### src/csp_defs.svh
// constants for the clock synthesizer two-wire control port
// assumes inclusion by bare name from the package and design files
`ifndef CSP_DEFS_SVH
`define CSP_DEFS_SVH

// 7-bit slave address, 8'hD2 with the write bit appended
`define CSP_SLAVE_ADDR    7'h69
// number of control registers held here
`define CSP_NUM_REGS      3
// command code bit that picks single-byte access
`define CSP_CMD_BYTE_BIT  7
// bits per byte on the wire
`define CSP_BYTE_BITS     4'h8

// power-up values of the three control registers
`define CSP_REG0_RST      8'hFF
`define CSP_REG1_RST      8'hF6
`define CSP_REG2_RST      8'hFF

// field positions in register byte 1
`define CSP_R1_FRB0_BIT   7
`define CSP_R1_VID_BIT    6
`define CSP_R1_USB_BIT    5
`define CSP_R1_REF_BIT    4
`define CSP_R1_SPREAD_BIT 0

`endif

### src/csp_pkg.sv
// types shared by the two-wire control port
// assumes csp_defs.svh is on the include path
`include "csp_defs.svh"

package csp_pkg;

   // receive or transmit phase of the serial slave
   typedef enum logic [2:0] {
      csp_idle, csp_rx, csp_rx_ack, csp_tx, csp_tx_ack
   } csp_phase_t;

   // meaning of the byte being received
   typedef enum logic [1:0] {
      csp_k_addr, csp_k_cmd, csp_k_count, csp_k_data
   } csp_kind_t;

   typedef logic [`CSP_NUM_REGS-1:0][7:0] csp_regs_t;

   // whole state of the serial port
   typedef struct packed {
      csp_phase_t phase;
      csp_kind_t  kind;
      logic [3:0] bitcnt;
      logic [7:0] shreg;
      logic       oe;
      logic       rw;
      logic       byte_mode;
      logic [6:0] ptr;
      csp_regs_t  regs;
   } csp_state_t;

   // output enables and spread control seen by the clock outputs
   typedef struct packed {
      logic       host2_or_serial_ref7_pair_en;
      logic [6:1] serial_ref_pair_en;
      logic       free_running_bus_clock_0_en;
      logic       video_96mhz_pair_en;
      logic       usb_48mhz_en;
      logic       ref_clock_en;
      logic [1:0] host_pair_en;
      logic       spread_en;
      logic [5:0] bus_clock_en;
      logic [2:1] free_running_bus_clock_en;
   } csp_ctrl_t;

endpackage : csp_pkg

### src/csp_sync_edge.sv
// two-flop synchroniser with edge detection for a group of inputs
// assumes asynchronous inputs and a single system clock
module csp_sync_edge #(
   parameter int W = 3
) (
   input  wire logic         clk,    // system clock
   input  wire logic         reset,  // synchronous, active high
   input  wire logic [W-1:0] din,    // raw asynchronous inputs
   output logic      [W-1:0] lvl,    // synchronised level
   output logic      [W-1:0] rise,   // one-cycle rising pulse
   output logic      [W-1:0] fall    // one-cycle falling pulse
);

   typedef struct packed {
      logic [W-1:0] meta;
      logic [W-1:0] sync;
      logic [W-1:0] prev;
   } csp_sync_state_t;

   csp_sync_state_t q;
   csp_sync_state_t d;

   // next state: meta feeds only sync
   always_comb begin
      d      = q;
      d.meta = din;
      d.sync = q.meta;
      d.prev = q.sync;
   end

   // idle bus level is high
   always_ff @(posedge clk) begin
      if (reset) begin
         q <= '{meta: '1, sync: '1, prev: '1};
      end else begin
         q <= d;
      end
   end

   // edges compare the two settled stages
   assign lvl  = q.sync;
   assign rise = q.sync & ~q.prev;
   assign fall = ~q.sync & q.prev;

endmodule : csp_sync_edge

### src/csp_serial_port.sv
// two-wire serial slave port and control registers 0..2 of a clock synthesizer
// assumes scl and sda arrive asynchronously; the bench resolves the open-drain wire
`include "csp_defs.svh"

module csp_serial_port
   import csp_pkg::*;
(
   input  wire logic       clk,                // system clock, 25 MHz
   input  wire logic       reset,              // synchronous, active high
   input  wire logic       scl_in,             // serial clock from controller
   input  wire logic       sda_in,             // serial data wire level
   output logic            sda_out,            // data drive value, always low
   output logic            sda_oe,             // high while pulling data low
   input  wire logic       byte_count_skip_en, // block write sends no count
   output csp_pkg::csp_ctrl_t ctrl             // clock output controls
);
   import csp_pkg::*;

   localparam logic [6:0] NUM_REGS = 7'(`CSP_NUM_REGS);

   logic [2:0] s_lvl;
   logic [2:0] s_rise;
   logic [2:0] s_fall;
   logic       scl_rise;
   logic       scl_fall;
   logic       sda_lvl;
   logic       skip_en;
   logic       start_ev;
   logic       stop_ev;
   logic [7:0] rd_byte;
   logic [7:0] tx;

   csp_state_t q;
   csp_state_t d;

   // all pins pass two flops before use
   csp_sync_edge #(.W(3)) u_sync (
      .clk   (clk),
      .reset (reset),
      .din   ({byte_count_skip_en, sda_in, scl_in}),
      .lvl   (s_lvl),
      .rise  (s_rise),
      .fall  (s_fall)
   );

   // bus conditions from synchronised pins
   assign scl_rise = s_rise[0];
   assign scl_fall = s_fall[0];
   assign sda_lvl  = s_lvl[1];
   assign skip_en  = s_lvl[2];
   assign start_ev = s_lvl[0] & s_fall[1];
   assign stop_ev  = s_lvl[0] & s_rise[1];

   // read data, zero beyond the held registers
   assign rd_byte = (q.ptr < NUM_REGS) ? q.regs[q.ptr[1:0]] : 8'h00;

   // protocol engine
   always_comb begin
      d  = q;
      tx = 8'h00;
      if (start_ev) begin
         d.phase  = csp_rx;
         d.kind   = csp_k_addr;
         d.bitcnt = 4'h0;
         d.oe     = 1'b0;
      end else if (stop_ev) begin
         d.phase  = csp_idle;
         d.oe     = 1'b0;
      end else begin
         unique case (q.phase)
            csp_idle: begin
               d.oe = 1'b0;
            end
            csp_rx: begin
               if (scl_rise) begin
                  d.shreg  = {q.shreg[6:0], sda_lvl};
                  d.bitcnt = q.bitcnt + 4'h1;
               end else if (scl_fall && q.bitcnt == `CSP_BYTE_BITS) begin
                  d.bitcnt = 4'h0;
                  d.phase  = csp_rx_ack;
                  d.oe     = 1'b1;
                  unique case (q.kind)
                     csp_k_addr: begin
                        if (q.shreg[7:1] == `CSP_SLAVE_ADDR) begin
                           d.rw = q.shreg[0];
                        end else begin
                           d.phase = csp_idle;
                           d.oe    = 1'b0;
                        end
                     end
                     csp_k_cmd: begin
                        d.byte_mode = q.shreg[`CSP_CMD_BYTE_BIT];
                        d.ptr = q.shreg[`CSP_CMD_BYTE_BIT] ? q.shreg[6:0] : 7'h00;
                     end
                     csp_k_count: begin
                        d.ptr = q.ptr;                        // count not used
                     end
                     csp_k_data: begin
                        if (q.ptr < NUM_REGS) begin
                           d.regs[q.ptr[1:0]] = q.shreg;
                        end
                        d.ptr = q.ptr + 7'h01;
                     end
                  endcase
               end
            end
            csp_rx_ack: begin
               if (scl_fall) begin
                  d.oe = 1'b0;
                  if (q.kind == csp_k_addr && q.rw) begin
                     // read address: count for block, register for byte
                     tx = q.byte_mode ? rd_byte : {1'b0, NUM_REGS};
                     if (q.byte_mode) begin
                        d.ptr = q.ptr + 7'h01;
                     end
                     d.shreg  = tx;
                     d.oe     = ~tx[7];
                     d.bitcnt = 4'h0;
                     d.phase  = csp_tx;
                  end else begin
                     d.phase = csp_rx;
                     unique case (q.kind)
                        csp_k_addr:  d.kind = csp_k_cmd;
                        csp_k_cmd:   d.kind = (q.byte_mode || skip_en) ? csp_k_data
                                                                         : csp_k_count;
                        csp_k_count: d.kind = csp_k_data;
                        csp_k_data:  d.kind = csp_k_data;
                     endcase
                  end
               end
            end
            csp_tx: begin
               if (scl_rise) begin
                  d.bitcnt = q.bitcnt + 4'h1;
               end else if (scl_fall) begin
                  if (q.bitcnt == `CSP_BYTE_BITS) begin
                     d.oe    = 1'b0;
                     d.phase = csp_tx_ack;
                  end else begin
                     d.shreg = {q.shreg[6:0], 1'b0};
                     d.oe    = ~q.shreg[6];
                  end
               end
            end
            csp_tx_ack: begin
               if (scl_rise && sda_lvl) begin
                  d.phase = csp_idle;
               end else if (scl_fall) begin
                  tx       = rd_byte;
                  d.ptr    = q.ptr + 7'h01;
                  d.shreg  = tx;
                  d.oe     = ~tx[7];
                  d.bitcnt = 4'h0;
                  d.phase  = csp_tx;
               end
            end
         endcase
      end
   end

   // state register, defaults loaded at reset
   always_ff @(posedge clk) begin
      if (reset) begin
         q <= '{phase: csp_idle, kind: csp_k_addr, bitcnt: 4'h0, shreg: 8'h00,
                oe: 1'b0, rw: 1'b0, byte_mode: 1'b0, ptr: 7'h00,
                regs: {`CSP_REG2_RST, `CSP_REG1_RST, `CSP_REG0_RST}};
      end else begin
         q <= d;
      end
   end

   // open-drain data pin: only ever pulls low
   assign sda_out = 1'b0;
   assign sda_oe  = q.oe;

   // control outputs straight from the registers
   always_comb begin
      ctrl.host2_or_serial_ref7_pair_en = q.regs[0][7];
      ctrl.serial_ref_pair_en           = q.regs[0][6:1];
      ctrl.free_running_bus_clock_0_en  = q.regs[1][`CSP_R1_FRB0_BIT];
      ctrl.video_96mhz_pair_en          = q.regs[1][`CSP_R1_VID_BIT];
      ctrl.usb_48mhz_en                 = q.regs[1][`CSP_R1_USB_BIT];
      ctrl.ref_clock_en                 = q.regs[1][`CSP_R1_REF_BIT];
      ctrl.host_pair_en                 = q.regs[1][2:1];
      ctrl.spread_en                    = q.regs[1][`CSP_R1_SPREAD_BIT];
      ctrl.bus_clock_en                 = q.regs[2][7:2];
      ctrl.free_running_bus_clock_en    = q.regs[2][1:0];
   end
endmodule : csp_serial_port

### config.mk
export PLATFORM = sky130hd
export DESIGN_NAME = csp_serial_port
export DESIGN_NICKNAME = d
export VERILOG_FILES = /design/src/csp_pkg.sv /design/src/csp_sync_edge.sv /design/src/csp_serial_port.sv
export VERILOG_INCLUDE_DIRS = /design/src
export SDC_FILE = /design/constraint.sdc
export NUM_CORES = 1
export LEC_CHECK = 0
export BUFFER_PORTS_ARGS = -buffer_cell sky130_fd_sc_hd__buf_2
export CORE_ASPECT_RATIO = 0.8
export CORE_MARGIN = 8
export CORE_UTILIZATION = 33
export CTS_BUF_LIST = sky130_fd_sc_hd__clkbuf_16
export CTS_CLUSTER_SIZE = 12
export DETAILED_ROUTE_END_ITERATION = 8
export SLEW_MARGIN = 10
export SYNTH_ARGS = -nofsm -noshare
export SYNTH_HDL_FRONTEND = slang
export SYNTH_SLANG_ARGS = --single-unit
### constraint.sdc
create_clock -name clk -period 5.2 [get_ports clk]
set_input_delay 0 -clock clk [delete_from_list [all_inputs] [get_ports clk]]
set_output_delay 0 -clock clk [all_outputs]
set_load 0.02 [all_outputs]
==> impl_results.html, run 1 <==
<table>
<tr><th>Metric</th><th>Value</th></tr>
<tr><th colspan="2">Job</th></tr>
<tr><td>Total of max-cap violations</td><td>0</td></tr>
<tr><th colspan="2">Floorplan</th></tr>
<tr><td>Top-level I/O count</td><td>29</td></tr>
<tr><td>Die area</td><td>0.01383 mm2</td></tr>
<tr><td>Placeable Area</td><td>0.01016 mm2</td></tr>
<tr><td>Initial core utilization</td><td>roughly a third</td></tr>
<tr><td>Die Span X</td><td>129.5 um</td></tr>
<tr><td>Floorplan die height</td><td>around 110 um</td></tr>
<tr><td>Number of rows created at floorplan</td><td>33</td></tr>
<tr><th colspan="2">Clocking</th></tr>
<tr><td>Clock net sink count</td><td>59</td></tr>
<tr><td>Worst-path clk slew</td><td>0.06 ns</td></tr>
<tr><td>Cells resized by post-CTS repair</td><td>0</td></tr>
<tr><td>CTS tree</td><td>built</td></tr>
<tr><td>Number of buffers added by the clock tree synthesis step</td><td>9</td></tr>
<tr><td>Insertion delay to the later sink of the worst-skew pair</td><td>0.33 ns</td></tr>
<tr><td>Buffer depth of the longest clock path</td><td>2</td></tr>
<tr><td>Root buf cell</td><td>sky130_fd_sc_hd__clkbuf_16</td></tr>
<tr><td>H-tree levels</td><td>3</td></tr>
<tr><th colspan="2">Timing</th></tr>
<tr><td>Max Clk Rate</td><td>397.6 MHz</td></tr>
<tr><td>Slew Limit Headroom</td><td>39.73%</td></tr>
<tr><td>Setup repair after global routing missed its margin</td><td>false</td></tr>
<tr><td>Worst Clk Skew</td><td>0.009774 ns</td></tr>
<tr><td>Measured slew at the worst slew-check pin</td><td>0.9040 ns</td></tr>
<tr><td>Part of the cycle the worst path needs</td><td>48.37%</td></tr>
<tr><td>Max Slew Vio Count</td><td>0</td></tr>
<tr><td>Final hold violation count</td><td>0</td></tr>
<tr><td>Total of endpoints with negative setup slack in the final report</td><td>0</td></tr>
<tr><td>Final min period</td><td>approximately 2.5 ns</td></tr>
<tr><td>Setup TNS</td><td>0 ns</td></tr>
<tr><th colspan="2">Synth</th></tr>
<tr><td>Ranking of synthesized cells by area</td><td>sky130_fd_sc_hd__dfxtp_1 (35%), sky130_fd_sc_hd__mux2i_1 (5.6%), sky130_fd_sc_hd__buf_4 (5.3%)</td></tr>
<tr><td>Async set-or-reset flop fraction in the synthesized netlist</td><td>0%</td></tr>
<tr><td>Register area share after synthesis</td><td>34.72%</td></tr>
<tr><td>Syn Nets</td><td>413</td></tr>
<tr><td>Most used standard cells in the synthesized netlist</td><td>sky130_fd_sc_hd__dfxtp_1 (59), sky130_fd_sc_hd__nand2_1 (33), sky130_fd_sc_hd__a21oi_1 (26)</td></tr>
<tr><td>Flop and latch count out of synthesis</td><td>59</td></tr>
<tr><td>Area share of the largest cell type after synthesis</td><td>34.72%</td></tr>
<tr><td>Most frequent cell after synthesis</td><td>sky130_fd_sc_hd__dfxtp_1</td></tr>
<tr><td>Synthesis warning total</td><td>0</td></tr>
<tr><td>Synthesized cell area</td><td>0.003402 mm2</td></tr>
<tr><td>Post-Syn Instances</td><td>around 400</td></tr>
<tr><td>Library cell with the largest summed area after synthesis</td><td>sky130_fd_sc_hd__dfxtp_1</td></tr>
<tr><td>Post-synthesis cell type count</td><td>60</td></tr>
<tr><td>Number of flops mapped to enable cells by yosys</td><td>0</td></tr>
<tr><td>Primary FF master, synth</td><td>sky130_fd_sc_hd__dfxtp_1</td></tr>
<tr><td>Post-synthesis average cell area</td><td>about 8.5 um2</td></tr>
<tr><th colspan="2">Global route</th></tr>
<tr><td>Global Route Usage Sum</td><td>13.03%</td></tr>
<tr><td>Global-route congestion overflow total</td><td>0</td></tr>
<tr><td>Largest net degree at the start of global routing</td><td>40</td></tr>
<tr><td>Initial antenna violation count</td><td>0</td></tr>
<tr><td>Vias in the first global route</td><td>2669</td></tr>
<tr><td>First-pass GRT wire length</td><td>~14000 um</td></tr>
<tr><th colspan="2">Finish</th></tr>
<tr><td>Multi-input combinational cell area</td><td>0.001866 mm2</td></tr>
<tr><td>Layout cells sized above 1</td><td>16.00%</td></tr>
<tr><td>Number of fill cells in the layout</td><td>~1.1k</td></tr>
<tr><td>Post-layout instance count excluding filler cells</td><td>540</td></tr>
<tr><td>Flip-flop and latch area</td><td>0.001181 mm2</td></tr>
<tr><td>Synth-to-layout area growth</td><td>9.636%</td></tr>
<tr><td>Diodes inserted</td><td>0</td></tr>
<tr><td>Nets</td><td>roughly 400</td></tr>
<tr><th colspan="2">Drt</th></tr>
<tr><td>Count of TritonRoute iterations in the first routing pass</td><td>5</td></tr>
<tr><td>Via density</td><td>5.559</td></tr>
<tr><td>Wire length after detailed routing</td><td>9025 um</td></tr>
<tr><td>Post-route DRC violation count</td><td>0</td></tr>
<tr><td>Iteration-0 DRC count of the detailed router</td><td>~280</td></tr>
<tr><td>Routed wire length per instance</td><td>16.71 um</td></tr>
<tr><td>Detail Route Antenna Nets</td><td>0</td></tr>
<tr><td>Overall via count from detail_route</td><td>3002</td></tr>
<tr><th colspan="2">Status</th></tr>
<tr><td>Run status</td><td>finished clean</td></tr>
<tr><th colspan="2">Worst setup path</th></tr>
<tr><td>Data required, critical path</td><td>5.44 ns</td></tr>
<tr><td>Max FO, Critical Path</td><td>18</td></tr>
<tr><td>Category of the critical setup timing path</td><td>register to register</td></tr>
<tr><td>Kind of capture point of the worst setup path</td><td>register</td></tr>
<tr><td>Critical path launch point type</td><td>register</td></tr>
<tr><td>Arrival time of data at the critical path endpoint</td><td>about 2.8 ns</td></tr>
<tr><td>Worst R2R Setup Slack</td><td>2.68 ns</td></tr>
<tr><th colspan="2">Worst hold path</th></tr>
<tr><td>Hold Crit Class</td><td>input port to register</td></tr>
<tr><th colspan="2">Power and ir drop</th></tr>
<tr><td>Static Leak</td><td>0.001281 uW</td></tr>
<tr><td>Worst vdd ir</td><td>between 0.1 and 0.15 mV</td></tr>
<tr><td>Cell area power density</td><td>~300 mW/mm2</td></tr>
<tr><th colspan="2">Placement</th></tr>
<tr><td>Placed cells</td><td>521</td></tr>
<tr><td>Count of port buffers added during placement</td><td>27</td></tr>
<tr><td>Estimated wirelength of the detail-placed design</td><td>6339 um</td></tr>
<tr><td>Final weighted congestion in routability-driven placement</td><td>0.8883</td></tr>
</table>
[per-stage QoR]
stage          total power (uW)  utilization (%)  hold slack, ns  instance area [um2]  setup slack, ns
2_1_floorplan             524.9                -          0.1038                 3402            3.307
3_3_place_gp              539.3            33.60          0.1847                 3413            2.790
3_5_place_dp              539.6            33.60          0.1871                 3413            2.764
4_1_cts                    1113            36.72          0.2026                 3730            2.760
5_1_grt                    1137            36.72          0.2525                 3730            2.500
6_report                   1101            36.72          0.2015                 3730            2.685
[critical path: stages, from the launching register on]
cell and delay (ns):
sky130_fd_sc_hd__dfxtp_1 0.69, sky130_fd_sc_hd__nor3b_2 0.39, sky130_fd_sc_hd__nand4_1 0.16, sky130_fd_sc_hd__a221oi_2 0.77
sky130_fd_sc_hd__a21oi_1 0.15, sky130_fd_sc_hd__a211oi_1 0.25
[area by class of cell]
type / instances / area share (%)
inverter: 15 / 1.510
clock buffer: 9 / 6.038
sequential: 59 / 31.67
timing repair buffer: 30 / 4.428
tap: 140 / 4.696
multi-input combinational: 280 / 50.02
clock inverter: 7 / 1.644
[routing by layer]
layer  up-vias  track usage (%)  share of wire, %
li1       1435                -                 -
met1      1424            17.95                47
met2       128            19.30                45
met3        15            2.976               6.8
met4         0            4.963               1.7
met5         -                0                 0
[cells by family (layout without fill, tap and decap cells)]
logic type,count (synthesis),in the layout,synth area share [%]
other,1,1,0.1102
adder cells (fa/ha/maj),6,6,2.207
AO/OA/AOI/OAI,106,106,22.25
buffers and inverters,63,61,10.44
AND/OR/NAND/NOR,140,140,22.33
XOR/XNOR,4,4,1.030
flip-flops,59,59,34.72
multiplexers,23,23,6.914
[cell usage in the layout, fill, tap and decap left out, drive strengths merged, types with 5 or more instances in the layout]
cell	count
dfxtp	59
nand2	33
buf	27
a21oi	26
nor2	26
mux2i	19
inv	18
o21ai	15
a211o	13
a22oi	12
nand3	11
or2	11
nor3	11
nand4	10
clkbuf	9
a211oi	7
nor2b	6
nand2b	6
ha	6
nor3b	6
a311oi	5
[timing repair]
item | in CTS | in global routing
endpoints found under the hold margin | 3 | 0
setup buffers | 0 | 0
hold buffers | 3 | 0
[power by group]
part	internal, uW	switching [uW]	total [uW]
clock network	330	239	569
logic	21.4	36.4	57.8
registers	460	14.9	475
[path summary, 6_finish.rpt]
path         cells past startpoint                   start                       end
max reg2reg                      5      q[48]$_SDFFE_PP0P_        q[28]$_SDFFE_PP0P_
min reg2reg                      1  u_sync.d[4]$_SDFF_PP1_  u_sync.lvl[1]$_SDFF_PP1_
max                              5      q[48]$_SDFFE_PP0P_        q[28]$_SDFFE_PP0P_
min                              2                   reset        q[32]$_SDFFE_PP0P_
No activity file was read; power rests on OpenSTA's default activity.
==> run 2: changes to the inputs <==
==> constraint.sdc (replaced) <==
create_clock -name clk -period 2.59 [get_ports clk]
set_input_delay 0 -clock clk [delete_from_list [all_inputs] [get_ports clk]]
set_output_delay 0 -clock clk [all_outputs]
set_load 0.02 [all_outputs]
==> impl_results.html, run 2 (synthesized netlist as in run 1, its figures left out) <==
<table>
<tr><th>Metric</th><th>Value</th></tr>
<tr><th colspan="2">Floorplan</th></tr>
<tr><td>Top-level I/O count</td><td>29</td></tr>
<tr><td>Placeable Area</td><td>approximately 0.010 mm2</td></tr>
<tr><td>Die area</td><td>roughly 0.014 mm2</td></tr>
<tr><td>Initial core utilization</td><td>33.49%</td></tr>
<tr><td>Floorplan die height</td><td>106.8 um</td></tr>
<tr><td>Die Span X</td><td>129.5 um</td></tr>
<tr><td>Number of rows created at floorplan</td><td>33</td></tr>
<tr><th colspan="2">Clocking</th></tr>
<tr><td>Worst-path clk slew</td><td>~0.050 ns</td></tr>
<tr><td>Number of buffers added by the clock tree synthesis step</td><td>9</td></tr>
<tr><td>Cells resized by post-CTS repair</td><td>0</td></tr>
<tr><td>Buffer depth of the longest clock path</td><td>2</td></tr>
<tr><td>Root buf cell</td><td>sky130_fd_sc_hd__clkbuf_16</td></tr>
<tr><td>Clock net sink count</td><td>59</td></tr>
<tr><td>Insertion delay to the later sink of the worst-skew pair</td><td>0.33 ns</td></tr>
<tr><td>CTS tree</td><td>built</td></tr>
<tr><td>H-tree levels</td><td>3</td></tr>
<tr><th colspan="2">Worst setup path</th></tr>
<tr><td>Category of the critical setup timing path</td><td>register to register</td></tr>
<tr><td>Worst R2R Setup Slack</td><td>0.28 ns</td></tr>
<tr><td>Critical-path cell list</td><td>or3b_1 &gt; a22o_1 &gt; nor2_4 &gt; o211ai_1 &gt; a32o_1</td></tr>
<tr><td>Category of cells accounting for the largest share of critical-path delay</td><td>simple AND/OR/NAND/NOR gates</td></tr>
<tr><td>Max FO, Critical Path</td><td>17</td></tr>
<tr><td>Timing endpoint of the critical path</td><td>q[45]$_SDFFE_PP0P_</td></tr>
<tr><td>Buffer and inverter count on the worst path</td><td>0</td></tr>
<tr><td>Crit. Startpoint</td><td>q[50]$_SDFFE_PP0P_</td></tr>
<tr><td>Critical path depth in cells</td><td>5</td></tr>
<tr><td>Endpoint of the lowest-slack register-to-register path</td><td>q[45]$_SDFFE_PP0P_</td></tr>
<tr><td>Max stage delay on crit path</td><td>about 0.59 ns</td></tr>
<tr><td>Kind of capture point of the worst setup path</td><td>register</td></tr>
<tr><td>Arrival time of data at the critical path endpoint</td><td>2.53 ns</td></tr>
<tr><td>Critical path launch point type</td><td>register</td></tr>
<tr><td>Worst R2R Path Depth</td><td>5</td></tr>
<tr><td>Critical Path Slowest Stage Cell</td><td>sky130_fd_sc_hd__dfxtp_1</td></tr>
<tr><td>Worst reg2reg startpoint</td><td>q[50]$_SDFFE_PP0P_</td></tr>
<tr><td>Data required, critical path</td><td>2.82 ns</td></tr>
<tr><th colspan="2">Power and ir drop</th></tr>
<tr><td>Switching share of total power</td><td>25.60%</td></tr>
<tr><td>Clock power share</td><td>between 50 and 60%</td></tr>
<tr><td>Total design power</td><td>2180 uW</td></tr>
<tr><td>Worst vdd ir</td><td>0.3649 mV</td></tr>
<tr><td>Cell area power density</td><td>approximately 580 mW/mm2</td></tr>
<tr><td>Fraction of power consumed by combinational cells</td><td>between 5 and 6%</td></tr>
<tr><td>Net switching power figure</td><td>558.0 uW</td></tr>
<tr><td>Static Leak</td><td>0.001321 uW</td></tr>
<tr><td>Int Power</td><td>1622 uW</td></tr>
<tr><td>Proportion of power drawn by flip-flops and latches</td><td>43.8%</td></tr>
<tr><th colspan="2">Placement</th></tr>
<tr><td>Dpl ws</td><td>around 0.33 ns</td></tr>
<tr><td>Count of port buffers added during placement</td><td>27</td></tr>
<tr><td>Final weighted congestion in routability-driven placement</td><td>between 0.9 and 1</td></tr>
<tr><td>Placed standard-cell area</td><td>around 0.0035 mm2</td></tr>
<tr><td>Estimated wirelength of the detail-placed design</td><td>6274 um</td></tr>
<tr><th colspan="2">Drt</th></tr>
<tr><td>Post-route DRC violation count</td><td>0</td></tr>
<tr><td>Via density</td><td>5.469</td></tr>
<tr><td>Count of TritonRoute iterations in the first routing pass</td><td>5</td></tr>
<tr><td>Overall via count from detail_route</td><td>2997</td></tr>
<tr><td>Routed wire length per instance</td><td>16.16 um</td></tr>
<tr><td>Wire length after detailed routing</td><td>between 8000 and 9000 um</td></tr>
<tr><td>Iteration-0 DRC count of the detailed router</td><td>about 260</td></tr>
<tr><td>Detail Route Antenna Nets</td><td>0</td></tr>
<tr><th colspan="2">Finish</th></tr>
<tr><td>Layout cells sized above 1</td><td>17.40%</td></tr>
<tr><td>Diodes inserted</td><td>0</td></tr>
<tr><td>Final Instance Area</td><td>around 0.0038 mm2</td></tr>
<tr><td>Leading cell types in the layout, fill and taps excluded</td><td>sky130_fd_sc_hd__dfxtp_1 (59), sky130_fd_sc_hd__nand2_1 (33), sky130_fd_sc_hd__buf_2 (27)</td></tr>
<tr><td>Synth-to-layout area growth</td><td>11.11%</td></tr>
<tr><td>Nets</td><td>414</td></tr>
<tr><td>Leading cell type in the layout, fill and taps excluded</td><td>sky130_fd_sc_hd__dfxtp_1</td></tr>
<tr><th colspan="2">Global route</th></tr>
<tr><td>Global Route Usage Sum</td><td>around an eighth</td></tr>
<tr><td>Global-route congestion overflow total</td><td>0</td></tr>
<tr><td>Initial antenna violation count</td><td>0</td></tr>
<tr><td>First-pass GRT wire length</td><td>14390 um</td></tr>
<tr><td>Vias in the first global route</td><td>2822</td></tr>
<tr><td>Largest net degree at the start of global routing</td><td>39</td></tr>
<tr><th colspan="2">Timing</th></tr>
<tr><td>Final hold violation count</td><td>0</td></tr>
<tr><td>Setup TNS</td><td>0 ns</td></tr>
<tr><td>Part of the cycle the worst path needs</td><td>89.10%</td></tr>
<tr><td>Final min period</td><td>2.308 ns</td></tr>
<tr><td>Measured slew at the worst slew-check pin</td><td>0.5976 ns</td></tr>
<tr><td>Max Clk Rate</td><td>433.3 MHz</td></tr>
<tr><td>Total of endpoints with negative setup slack in the final report</td><td>0</td></tr>
<tr><td>Max Slew Vio Count</td><td>0</td></tr>
<tr><td>Worst path setup slack after routing</td><td>0.2824 ns</td></tr>
<tr><td>Worst Clk Skew</td><td>just over 0.006 ns</td></tr>
<tr><td>Slew Limit Headroom</td><td>around three fifths</td></tr>
<tr><td>Setup repair after global routing missed its margin</td><td>false</td></tr>
<tr><th colspan="2">Worst hold path</th></tr>
<tr><td>Hold Crit Class</td><td>input port to register</td></tr>
<tr><td>HP Start</td><td>reset</td></tr>
<tr><td>Hold Path Cell Cnt</td><td>3</td></tr>
<tr><th colspan="2">Job</th></tr>
<tr><td>Total of max-cap violations</td><td>0</td></tr>
<tr><th colspan="2">Status</th></tr>
<tr><td>Run status</td><td>finished clean</td></tr>
</table>
## run 2: worst min-delay path, cell delays in order
cell and delay [ns]:
sky130_fd_sc_hd__buf_2 0.10, sky130_fd_sc_hd__inv_1 0.25, sky130_fd_sc_hd__nand2_1 0.13
## run 2: through the flow
step	hold WS, ns	util (%)	cells
6_report	0.1707	37.21	548
5_1_grt	0.1896	37.21	548
4_1_cts	0.1664	37.21	548
3_5_place_dp	0.1853	34.20	529
3_3_place_gp	0.1852	34.20	529
2_1_floorplan	0.1038	-	402
## run 2: area by class of cell
class	count	area [um2]
fill	1051	6377
multi-input combinational	280	1866
sequential	59	1181
clock buffer	9	225.2
timing repair buffer	38	225.2
tap	140	175.2
inverter	15	56.30
clock inverter	7	51.30
## run 2: power groups by stage
stage | Combinational [uW] | Clock (uW) | Sequential (uW)
after global routing | 133 | 1170 | 957
after detailed placement | 114 | 0 | 973
after global placement | 113 | 0 | 973
after floorplan | 98.6 | 0 | 955
after CTS | 117 | 1130 | 953
final | 119 | 1110 | 955
## run 2: per-layer routing
| metal | GRT usage (%) | vias up | share of wire [%] |
|---|---|---|---|
| met3 | 3.621 | 16 | 7.0 |
| met1 | 17.80 | 1414 | 48 |
| li1 | - | 1447 | - |
| met5 | 0 | - | 0 |
| met2 | 19.12 | 120 | 43 |
| met4 | 5.211 | 0 | 1.6 |
## run 2: worst min-delay path by stage
stage                             end  slack (ns)
3_5_place_dp   u_sync.d[3]$_SDFF_PP1_        0.19
6_report                     register        0.17
5_1_grt                      register        0.19
4_1_cts                      register        0.17
3_3_place_gp   u_sync.d[3]$_SDFF_PP1_        0.19
2_1_floorplan  u_sync.d[3]$_SDFF_PP1_        0.10
## run 2: what timing repair did
item                                   4_1_cts  5_1_grt
setup buffers                                0        0
endpoints found under the hold margin        3        0
hold buffers                                 3        0
